[src/core/pplc_consts.vh]
// Constants for the per-port link control block: register map, field positions, resets and timing.
// Assumes a 20 MHz core clock and a 32-bit APB register bus.
`ifndef PPLC_CONSTS_VH
`define PPLC_CONSTS_VH

// Register byte offsets
`define PPLC_OFF_LINK_CTRL     12'h000
`define PPLC_OFF_LINK_CTRL2    12'h004
`define PPLC_OFF_REJ_TIMER     12'h008
`define PPLC_OFF_PHY_CFG0      12'h00C
`define PPLC_OFF_PRBS_SEED     12'h010
`define PPLC_OFF_PORT_STATUS   12'h014

// link_control_reg fields
`define PPLC_LC_ASPM_L1_BIT    1
`define PPLC_LC_LINK_DIS_BIT   4
// link_control_2_reg field
`define PPLC_LC2_DEEMPH_BIT    6
// l1_reject_timer_ctrl fields
`define PPLC_RT_GAP_MSB        9
`define PPLC_RT_START_SEL_BIT  16
// phy_link_config0 fields
`define PPLC_PC_XLINK_DIS_BIT  0
`define PPLC_PC_SPEED_INIT_BIT 1
// switch_port_status_reg fields
`define PPLC_ST_ROLE_BIT       0
`define PPLC_ST_DLUP_BIT       1
`define PPLC_ST_L1_BIT         2
`define PPLC_ST_GAP_BIT        3
`define PPLC_ST_ACT_BIT        4
`define PPLC_ST_DEEMPH_BIT     5

// Gap field unit is 100 ns; 95 units gives 9.5 us, 640 units 64 us
`define PPLC_GAP_UNIT_NS       100
`define PPLC_GAP_RESET         10'h05F
`define PPLC_CLK_NS            50
`define PPLC_GAP_UNIT_CYC      (`PPLC_GAP_UNIT_NS / `PPLC_CLK_NS)

// Activity hold 200 ms, expander update period 40 ms
`define PPLC_ACT_HOLD_MS       200
`define PPLC_EXP_PERIOD_MS     40
`define PPLC_EXP_PERIOD_CYC    (`PPLC_EXP_PERIOD_MS * 20000)
`define PPLC_ACT_PERIODS       (`PPLC_ACT_HOLD_MS / `PPLC_EXP_PERIOD_MS)

// LTSSM-like link states reported in
`define PPLC_LS_DETECT         3'h0
`define PPLC_LS_L0             3'h1
`define PPLC_LS_L0S            3'h2
`define PPLC_LS_L1             3'h3
`define PPLC_LS_RECOVERY       3'h4
`define PPLC_LS_HOTRESET       3'h5
`define PPLC_LS_DISABLED       3'h6

`endif

[src/core/pplc_gap_timer.v]
// Rejection gap timer: counts a programmed number of 100 ns units after arming.
// Assumes a 20 MHz clock and synchronous active-high reset.
`timescale 1ns/1ps
`include "pplc_consts.vh"

module pplc_gap_timer #(
  parameter GAP_W = 10
) (
  input  wire             ref_clk,
  input  wire             reset,
  input  wire             arm,
  input  wire             countEnable,
  input  wire [GAP_W-1:0] gapUnits,
  output wire             gapRunning
);

  reg  [GAP_W-1:0] unitCnt_q;
  reg  [3:0]       subCnt_q;
  reg              running_q;
  reg              started_q;

  // Last sub-unit count as a vector, so the compare below has matching widths
  localparam integer SUB_LAST = `PPLC_GAP_UNIT_CYC - 1;
  wire [31:0]      subLastW = SUB_LAST;

  // Arm starts a wait; counting holds off until countEnable is first high, then runs on with countEnable ignored
  always @(posedge ref_clk) begin
    if (reset) begin
      unitCnt_q <= {GAP_W{1'b0}};
      subCnt_q  <= 4'h0;
      running_q <= 1'b0;
      started_q <= 1'b0;
    end else if (arm) begin
      unitCnt_q <= gapUnits;
      subCnt_q  <= 4'h0;
      running_q <= 1'b1;
      started_q <= 1'b0;
    end else if (running_q && (countEnable || started_q)) begin
      started_q <= 1'b1;
      if (unitCnt_q == {GAP_W{1'b0}}) begin
        running_q <= 1'b0;
      end else if (subCnt_q == subLastW[3:0]) begin
        subCnt_q  <= 4'h0;
        unitCnt_q <= unitCnt_q - 1'b1;
      end else begin
        subCnt_q <= subCnt_q + 4'h1;
      end
    end
  end

  assign gapRunning = running_q;

endmodule // pplc_gap_timer

[src/core/pplc_port_link_ctrl.v]
// Per-port link control of a switch port: L1 accept/reject, gap timer, status outputs,
// de-emphasis choice, crosslink role and hot reset / disable directives.
// Assumes an APB master on the same 20 MHz clock and a physical layer that reports events as pulses.
`timescale 1ns/1ps
`include "pplc_consts.vh"

// How it works
// - Accepted L1 request: send PM_Request_Ack continuously until partner electrical idle.
// - Rejected L1 request: send exactly one PM_Active_State_Nak pulse.
// - Requests within the gap after a rejection are ignored, no answer sent.
// - Each port has its own gap timer, programmable in 100 ns steps.
// - Gap timer resets to 9.5 us.
// - By default the gap count starts right at the rejection.
// - With start select set, counting waits for idle receive lanes.
// - Link-up output low while data link is up: L0, L0s, L1, Recovery.
// - Activity output low on any non-vendor TLP sent or received.
// - Activity stays asserted at least 200 ms, five 40 ms expander periods.
// - Gen1 uses -3.5dB; Gen2 uses the selected de-emphasis.
// - De-emphasis settled in Recovery, upstream component decides, same on all lanes.
// - Upstream port advertises its own selection and adopts partner decision.
// - Downstream port ignores partner preference and applies its own selection.
// - Status shows whether the PHY trained as upstream or downstream lanes.
// - Upstream-upstream crosslink stays Gen1 unless speed change initiate bit set.
// - Crosslink enabled after reset, suppressed while crosslink disable bit set.
// - Downstream-mode port enters hot reset on hot reset training sets, registers kept.
// - Directed hot reset only when trained as downstream lanes, through Recovery.
// - Link disable bit sends downstream-mode port through Recovery to Disabled.
module pplc_port_link_ctrl #(
  parameter GAP_W          = 10,
  parameter EXP_PERIOD_CYC = `PPLC_EXP_PERIOD_CYC
) (
  input  wire        ref_clk,
  input  wire        reset,
  // APB slave
  input  wire        psel,
  input  wire        penable,
  input  wire        pwrite,
  input  wire [11:0] paddr,
  input  wire [31:0] pwdata,
  output reg  [31:0] prdata,
  output reg         pready,
  output reg         pslverr,
  // Port configuration and physical layer status
  input  wire        isUpstreamPort,
  input  wire        trainedDownLanes,
  input  wire        isCrosslink,
  input  wire        gen2Rate,
  input  wire [2:0]  linkState,
  // L1 handshake
  input  wire        l1ReqRx,
  input  wire        l1AcceptOk,
  input  wire        elecIdleRx,
  input  wire        rxLanesActive,
  output reg         pmRequestAckTx,
  output reg         pmNakTx,
  // Traffic
  input  wire        tlpTx,
  input  wire        tlpRx,
  input  wire        tlpIsVendorMsg,
  // De-emphasis
  input  wire        partnerDeemph,
  output reg         deemphAdvertise,
  output reg         deemphApplied,
  // Crosslink, speed, hot reset and disable
  input  wire        hotResetTsRx,
  input  wire        disabledTsRx,
  input  wire        hotResetDirect,
  output reg         crosslinkEnable,
  output reg         speedChangeReq,
  output reg         enterRecovery,
  output reg         enterHotReset,
  output reg         enterDisabled,
  // Expander status
  output reg         link_up_led_n,
  output reg         activity_led_n
);

  // L1 handshake states
  localparam L1_IDLE = 2'd0;
  localparam L1_ACK  = 2'd1;
  localparam L1_WAIT = 2'd2;

  // Activity hold length in expander periods, cut to the period counter width
  localparam integer ACT_PERIODS = `PPLC_ACT_PERIODS;
  wire [31:0]        actPeriodsW = ACT_PERIODS;

  reg  [31:0]      linkCtrl_q;
  reg  [31:0]      linkCtrl2_q;
  reg  [GAP_W-1:0] gapUnits_q;
  reg              startSel_q;
  reg              xlinkDis_q;
  reg              speedInit_q;
  reg  [31:0]      prbsSeed_q;
  reg  [1:0]       l1State_q;
  reg              l1ReqSeen_q;
  reg              rejArm_q;
  reg  [31:0]      expCnt_q;
  reg              expTick_q;
  reg  [2:0]       actPeriods_q;
  reg              actPending_q;
  reg              recovHr_q;
  reg              recovDis_q;
  reg  [31:0]      rdData_d;
  reg              rdErr_d;
  wire             gapRunning;
  wire             apbAccess;
  wire             dlUp;
  wire             l1Enabled;
  wire             downMode;
  wire             newL1Req;
  wire             tlpSeen;

  assign apbAccess = psel && penable && !pready;
  assign l1Enabled = linkCtrl_q[`PPLC_LC_ASPM_L1_BIT];
  assign downMode  = !isUpstreamPort;
  assign dlUp      = (linkState == `PPLC_LS_L0) || (linkState == `PPLC_LS_L0S) ||
                     (linkState == `PPLC_LS_L1) || (linkState == `PPLC_LS_RECOVERY);
  // A request only counts on its rising edge and outside the gap window
  assign newL1Req  = l1ReqRx && !l1ReqSeen_q && !gapRunning;
  assign tlpSeen   = (tlpTx || tlpRx) && !tlpIsVendorMsg;

  // APB registers; one wait state so pready always comes from a flop
  always @(posedge ref_clk) begin
    if (reset) begin
      linkCtrl_q  <= 32'h00000000;
      linkCtrl2_q <= 32'h00000000;
      gapUnits_q  <= `PPLC_GAP_RESET;
      startSel_q  <= 1'b0;
      xlinkDis_q  <= 1'b0;
      speedInit_q <= 1'b0;
      prbsSeed_q  <= 32'h00000000;
      prdata      <= 32'h00000000;
      pready      <= 1'b0;
      pslverr     <= 1'b0;
    end else begin
      pready  <= apbAccess;
      pslverr <= apbAccess && rdErr_d;
      if (apbAccess && !pwrite) begin
        prdata <= rdData_d;
      end
      if (apbAccess && pwrite) begin
        case (paddr)
          `PPLC_OFF_LINK_CTRL:  linkCtrl_q  <= pwdata;
          `PPLC_OFF_LINK_CTRL2: linkCtrl2_q <= pwdata;
          `PPLC_OFF_REJ_TIMER: begin
            gapUnits_q <= pwdata[`PPLC_RT_GAP_MSB:0];
            startSel_q <= pwdata[`PPLC_RT_START_SEL_BIT];
          end
          `PPLC_OFF_PHY_CFG0: begin
            xlinkDis_q  <= pwdata[`PPLC_PC_XLINK_DIS_BIT];
            speedInit_q <= pwdata[`PPLC_PC_SPEED_INIT_BIT];
          end
          `PPLC_OFF_PRBS_SEED:  prbsSeed_q  <= pwdata;
          default: ;
        endcase
      end
    end
  end

  // Read mux; unmapped addresses answer with pslverr and zero data
  always @* begin
    rdData_d = 32'h00000000;
    rdErr_d  = 1'b0;
    case (paddr)
      `PPLC_OFF_LINK_CTRL:  rdData_d = linkCtrl_q;
      `PPLC_OFF_LINK_CTRL2: rdData_d = linkCtrl2_q;
      `PPLC_OFF_REJ_TIMER: begin
        rdData_d[`PPLC_RT_GAP_MSB:0]     = gapUnits_q;
        rdData_d[`PPLC_RT_START_SEL_BIT] = startSel_q;
      end
      `PPLC_OFF_PHY_CFG0: begin
        rdData_d[`PPLC_PC_XLINK_DIS_BIT]  = xlinkDis_q;
        rdData_d[`PPLC_PC_SPEED_INIT_BIT] = speedInit_q;
      end
      `PPLC_OFF_PRBS_SEED:  rdData_d = prbsSeed_q;
      `PPLC_OFF_PORT_STATUS: begin
        rdData_d[`PPLC_ST_ROLE_BIT]   = trainedDownLanes;
        rdData_d[`PPLC_ST_DLUP_BIT]   = dlUp;
        rdData_d[`PPLC_ST_L1_BIT]     = (l1State_q == L1_ACK);
        rdData_d[`PPLC_ST_GAP_BIT]    = gapRunning;
        rdData_d[`PPLC_ST_ACT_BIT]    = !activity_led_n;
        rdData_d[`PPLC_ST_DEEMPH_BIT] = deemphApplied;
      end
      default: rdErr_d = 1'b1;
    endcase
  end

  // L1 entry handshake, downstream-mode ports only
  always @(posedge ref_clk) begin
    if (reset) begin
      l1State_q      <= L1_IDLE;
      l1ReqSeen_q    <= 1'b0;
      rejArm_q       <= 1'b0;
      pmRequestAckTx <= 1'b0;
      pmNakTx        <= 1'b0;
    end else begin
      l1ReqSeen_q <= l1ReqRx;
      rejArm_q    <= 1'b0;
      pmNakTx     <= 1'b0;
      case (l1State_q)
        L1_IDLE: begin
          if (newL1Req && downMode) begin
            if (l1Enabled && l1AcceptOk) begin
              l1State_q      <= L1_ACK;
              pmRequestAckTx <= 1'b1;
            end else begin
              pmNakTx   <= 1'b1;
              rejArm_q  <= 1'b1;
              l1State_q <= L1_WAIT;
            end
          end
        end
        L1_ACK: begin
          // Keep acking until the partner goes electrically idle
          if (elecIdleRx) begin
            pmRequestAckTx <= 1'b0;
            l1State_q      <= L1_IDLE;
          end
        end
        L1_WAIT: begin
          // Partner must drop its request stream before a new one counts
          if (!l1ReqRx) begin
            l1State_q <= L1_IDLE;
          end
        end
        default: l1State_q <= L1_IDLE;
      endcase
    end
  end

  // Gap timer: default starts at once, alternative waits for quiet lanes
  pplc_gap_timer #(
    .GAP_W(GAP_W)
  ) u_gap_timer (
    .ref_clk     (ref_clk),
    .reset       (reset),
    .arm         (rejArm_q),
    .countEnable (!startSel_q || !rxLanesActive),
    .gapUnits    (gapUnits_q),
    .gapRunning  (gapRunning)
  );

  // Expander update tick every 40 ms
  always @(posedge ref_clk) begin
    if (reset) begin
      expCnt_q  <= 32'h00000000;
      expTick_q <= 1'b0;
    end else if (expCnt_q == EXP_PERIOD_CYC - 1) begin
      expCnt_q  <= 32'h00000000;
      expTick_q <= 1'b1;
    end else begin
      expCnt_q  <= expCnt_q + 32'h00000001;
      expTick_q <= 1'b0;
    end
  end

  // Status outputs change only on expander ticks; activity holds five periods
  always @(posedge ref_clk) begin
    if (reset) begin
      link_up_led_n  <= 1'b1;
      activity_led_n <= 1'b1;
      actPeriods_q   <= 3'h0;
      actPending_q   <= 1'b0;
    end else begin
      if (tlpSeen) begin
        actPending_q <= 1'b1; // Set wins over the tick clear
      end else if (expTick_q) begin
        actPending_q <= 1'b0;
      end
      if (expTick_q) begin
        link_up_led_n <= !dlUp;
        if (actPending_q || tlpSeen) begin
          activity_led_n <= 1'b0;
          actPeriods_q   <= actPeriodsW[2:0];
        end else if (actPeriods_q > 3'h1) begin
          actPeriods_q <= actPeriods_q - 3'h1;
        end else begin
          actPeriods_q   <= 3'h0;
          activity_led_n <= 1'b1;
        end
      end
    end
  end

  // De-emphasis: Gen1 fixed -3.5dB (0); Gen2 by role
  always @(posedge ref_clk) begin
    if (reset) begin
      deemphAdvertise <= 1'b0;
      deemphApplied   <= 1'b0;
    end else begin
      deemphAdvertise <= linkCtrl2_q[`PPLC_LC2_DEEMPH_BIT];
      if (!gen2Rate) begin
        deemphApplied <= 1'b0;
      end else if (linkState == `PPLC_LS_RECOVERY) begin
        // Upstream port follows the partner's decision; downstream port decides alone
        deemphApplied <= isUpstreamPort ? partnerDeemph
                                        : linkCtrl2_q[`PPLC_LC2_DEEMPH_BIT];
      end
    end
  end

  // Crosslink, speed change, hot reset and disable directives
  always @(posedge ref_clk) begin
    if (reset) begin
      crosslinkEnable <= 1'b1;
      speedChangeReq  <= 1'b0;
      enterRecovery   <= 1'b0;
      enterHotReset   <= 1'b0;
      enterDisabled   <= 1'b0;
      recovHr_q       <= 1'b0;
      recovDis_q      <= 1'b0;
    end else begin
      crosslinkEnable <= !xlinkDis_q;
      // Upstream-to-upstream crosslink stays Gen1 unless software asks
      speedChangeReq  <= isUpstreamPort && isCrosslink && speedInit_q;
      enterRecovery   <= 1'b0;
      enterHotReset   <= 1'b0;
      enterDisabled   <= 1'b0;
      if (downMode && hotResetDirect && trainedDownLanes && !recovHr_q) begin
        recovHr_q     <= 1'b1;
        enterRecovery <= 1'b1;
      end
      if (downMode && linkCtrl_q[`PPLC_LC_LINK_DIS_BIT] && !recovDis_q) begin
        recovDis_q    <= 1'b1;
        enterRecovery <= 1'b1;
      end
      if (!linkCtrl_q[`PPLC_LC_LINK_DIS_BIT]) begin
        recovDis_q <= 1'b0;
      end
      if (linkState == `PPLC_LS_RECOVERY && recovHr_q) begin
        recovHr_q     <= 1'b0;
        enterHotReset <= 1'b1;
      end
      if (linkState == `PPLC_LS_RECOVERY && recovDis_q) begin
        enterDisabled <= 1'b1;
      end
      // Hot reset from training sets leaves registers untouched
      if (hotResetTsRx) begin
        enterHotReset <= 1'b1;
      end
      if (disabledTsRx) begin
        enterDisabled <= 1'b1;
      end
    end
  end

endmodule // pplc_port_link_ctrl

[config.mk]
export PLATFORM = sky130hd
export DESIGN_NAME = pplc_port_link_ctrl
export DESIGN_NICKNAME = d
export VERILOG_FILES = /design/src/core/pplc_gap_timer.v /design/src/core/pplc_port_link_ctrl.v
export VERILOG_INCLUDE_DIRS = /design/src /design/src/core
export SDC_FILE = /design/constraint.sdc
export NUM_CORES = 1
export LEC_CHECK = 0
export BUFFER_PORTS_ARGS = -buffer_cell sky130_fd_sc_hd__buf_2
export CORE_UTILIZATION = 58
export CTS_CLUSTER_DIAMETER = 40
export DETAILED_ROUTE_END_ITERATION = 8
export GPL_ROUTABILITY_DRIVEN = 1
export PLACE_DENSITY = 0.84
export SLEW_MARGIN = 30
export SYNTH_ARGS = -nofsm -noshare
export SYNTH_HDL_FRONTEND = slang
export SYNTH_HIERARCHICAL = 1
export SYNTH_SLANG_ARGS = --single-unit
[constraint.sdc]
create_clock -name ref_clk -period 2.45 [get_ports ref_clk]
set_input_delay 0.1225 -clock ref_clk [delete_from_list [all_inputs] [get_ports ref_clk]]
set_output_delay 0.1225 -clock ref_clk [all_outputs]
set_load 0.005 [all_outputs]
==> metrics.md <==
| Metric | Value |
|---|---|
| Mapped Nets | between 1000 and 1500 |
| Filler instances | 1172 |
| Core ar. | about 16000 µm² |
| Crit-path cells | nand4_1 -> or4_1 -> or4_1 -> a21oi_1 |
| Most used DFF post-synth | dfxtp_1 |
| IO Pins | 112 |
| Worst Setup End Kind | register |
| Dpl ws | 279 ps |
| Final worst slack | between 200 and 250 ps |
| Wire length of the first global-routing pass | between 40000 and 50000 µm |
| CP arrival | 2650 ps |
| Most used cell along the critical path | or4_1 |
| Fin Hold WS | about 19 ps |
| Utilization after layout | 72.9% |
| CTS tree | built |
| PwrDens | 686 nW/µm² |
| Number of remaining DRC errors | 0 |
| Leakage | 4.18 nW |
| Cell Area, Synth | ~9500 µm² |
| Hold-fix buffers, CTS | 51 |
| Clock skew | 17.0 ps |
| DR pass1 iterations | 6 |
| Slowest-stage cell, CP | or4_1 |
| Max-Cap Viols | 0 |
| Leading post-synthesis cells by cell area | dfxtp_1 (45%), a21oi_1 (7.4%), nand2_1 (7.1%) |
| Top-count cell post-synth | dfxtp_1 |
| Routed Wire Length | 26300 µm |
| Post_cts resized | 0 |
| Sequential area share after synthesis | 44.6% |
| Yosys reg bits | 212 |
| Endpoints failing setup | 0 |
| Post-Layout Cell Count | 1492 |
| Fin crit share | 89.8% |
| Ys Warns | 6 |
| CTS H-tree depth | 1 |
| Share of layout cells above drive strength 1 | 19.9% |
| Clk root buf | clkbuf_16 |
| Bufs and invs on worst path | 0 |
| Crit path kind | register to register |
| Syn-to-layout area delta | 22.1% |
| Die W | around 130 µm |
| RSZ-0062 raised after global routing | false |
| CP delay by family, top | simple AND/OR/NAND/NOR gates |
| Dpl cell area | 10200 µm² |
| FMAX | around 450 MHz |
| Clock Path Buffers | 3 |
| Vias per cell | 6.15 |
| Gr usage total | between 30% and 40% |
| Fin area | 11600 µm² |
| Worst Hold Class | input port to register |
| Setup crit start kind | register |
| Largest net degree at the start of global routing | 83 |
| Async set-reset flop share out of synthesis | 0% |
| Placer Congestion | 0.859 |
| Pwr Total | 7.97 mW |
| Synth top cells by count | dfxtp_1 (212), nand2_1 (180), a21oi_1 (141) |
| CTS Sinks | 212 |
| Endpoints failing hold | 0 |
| TNS Setup | 0 ps |
| Least-Margin Pin Slew | 843 ps |
| VDD IR-drop max | 516 µV |
| FP Rows | 46 |
| Antenna violations before repair | 0 |
| Syn Area/Cell | about 8.5 µm² |
| Worst skew pair latency | between 500 and 600 ps |
| Nets | about 1300 |
| CTS clk-pin slew, worst paths | 60 ps |
| EDFF count, synth | 0 |
| 1st-iter DRT viols | 793 |
| Slew Limit Fails | 0 |
| Crit-path max FO | 15 |
| CP required | just under 3000 ps |
| Distinct cells, synth | 72 |
| Slew headroom | 43.8% |
| Total die area | 16900 µm² |
| Vias in the first global route | 8608 |
| DR WL/cell | ~18 µm |
| Min cycle time layout | about 2200 ps |
| Post-CTS Setup Inserts | 0 |
| Area leader, netlist | dfxtp_1 |
| Top cell type's share of synthesized area | 44.6% |
| Post-route ant nets | 0 |
| Post-DP HPWL | 16500 µm |
| Gr ovfl total | 0 |
| Synthesized instance count | between 1000 and 1500 |
| Initial core utilization | 59.7% |
| Vias | just over 9000 |
| Crit path largest cell delay | between 700 and 800 ps |
| Die span in y | 130 µm |
| Port-buffer cells | 111 |
| TritonCTS Buffers | 28 |
| Status | completed |
| Inst Count DP | 1390 |
worst min-delay path, stage by stage:
cell,delay (ps)
buf_2,100
mux2i_1,70
nand2_1,60
o2111a_1,170
power by group:
part	internal, mW	total (mW)	switching [mW]
Clock	2.42	3.98	1.56
Combinational	0.189	0.478	0.289
Sequential	3.48	3.51	0.0334
per-layer routing:
layer	GRT usage, %	routed length [µm]	vias up
li1	-	-	4319
met1	38.6	10900	4347
met2	51.8	12500	429
met3	6.03	2090	85
met4	12.0	811	0
met5	0	0	-
cell usage in the layout (no fill, tap or decap), types with 19 or more instances in the layout:
cell / instances
dlygate4sd3_1: 51
o21ai_1: 37
a21oi_1: 141
o21ai_0: 47
buf_4: 33
dfxtp_1: 212
mux2_2: 23
nor2_1: 41
buf_2: 110
clkbuf_16: 29
inv_1: 19
a22oi_1: 25
nand2_1: 180
nand3_1: 46
kinds of logic after synthesis:
logic type      count (synthesis)  share of synthesized area, %
compound gates                324                          20.4
xor+xnor                       15                          1.38
fa+ha+maj                       4                         0.526
buf+inv                       103                          5.25
flops                         212                          44.6
mux                            38                          4.56
simple gates                  418                          23.3
final cells by class:
type	count	area [µm²]	share of cell area [%]
multi-input cells	799	4800	41.3
well taps	216	270	2.33
inverters	20	75.1	0.646
flip-flops and latches	212	4240	36.5
clock buffers	33	751	6.46
clock inverters	17	168	1.44
repair buffers	194	1310	11.3
diodes	1	2.50	0.0215
flip-flops by register name, summed over array words and instances (netlist names), 2 cells and up:
name                   count
expCnt_q                  32
linkCtrl2_q               32
linkCtrl_q                32
prbsSeed_q                32
prdata                    32
gapUnits_q                10
u_gap_timer/unitCnt_q     10
u_gap_timer/subCnt_q       4
actPeriods_q               3
l1State_q                  2
worst paths after layout:
path            startpoint              end  slack, ps  depth (start not counted)
max            expCnt_q[8]     expCnt_q[23]        250                          4
min          partnerDeemph    deemphApplied         20                          4
max reg2reg    expCnt_q[8]     expCnt_q[23]        250                          4
min reg2reg     xlinkDis_q  crosslinkEnable        410                          1
(Power assumes the default switching activity.)
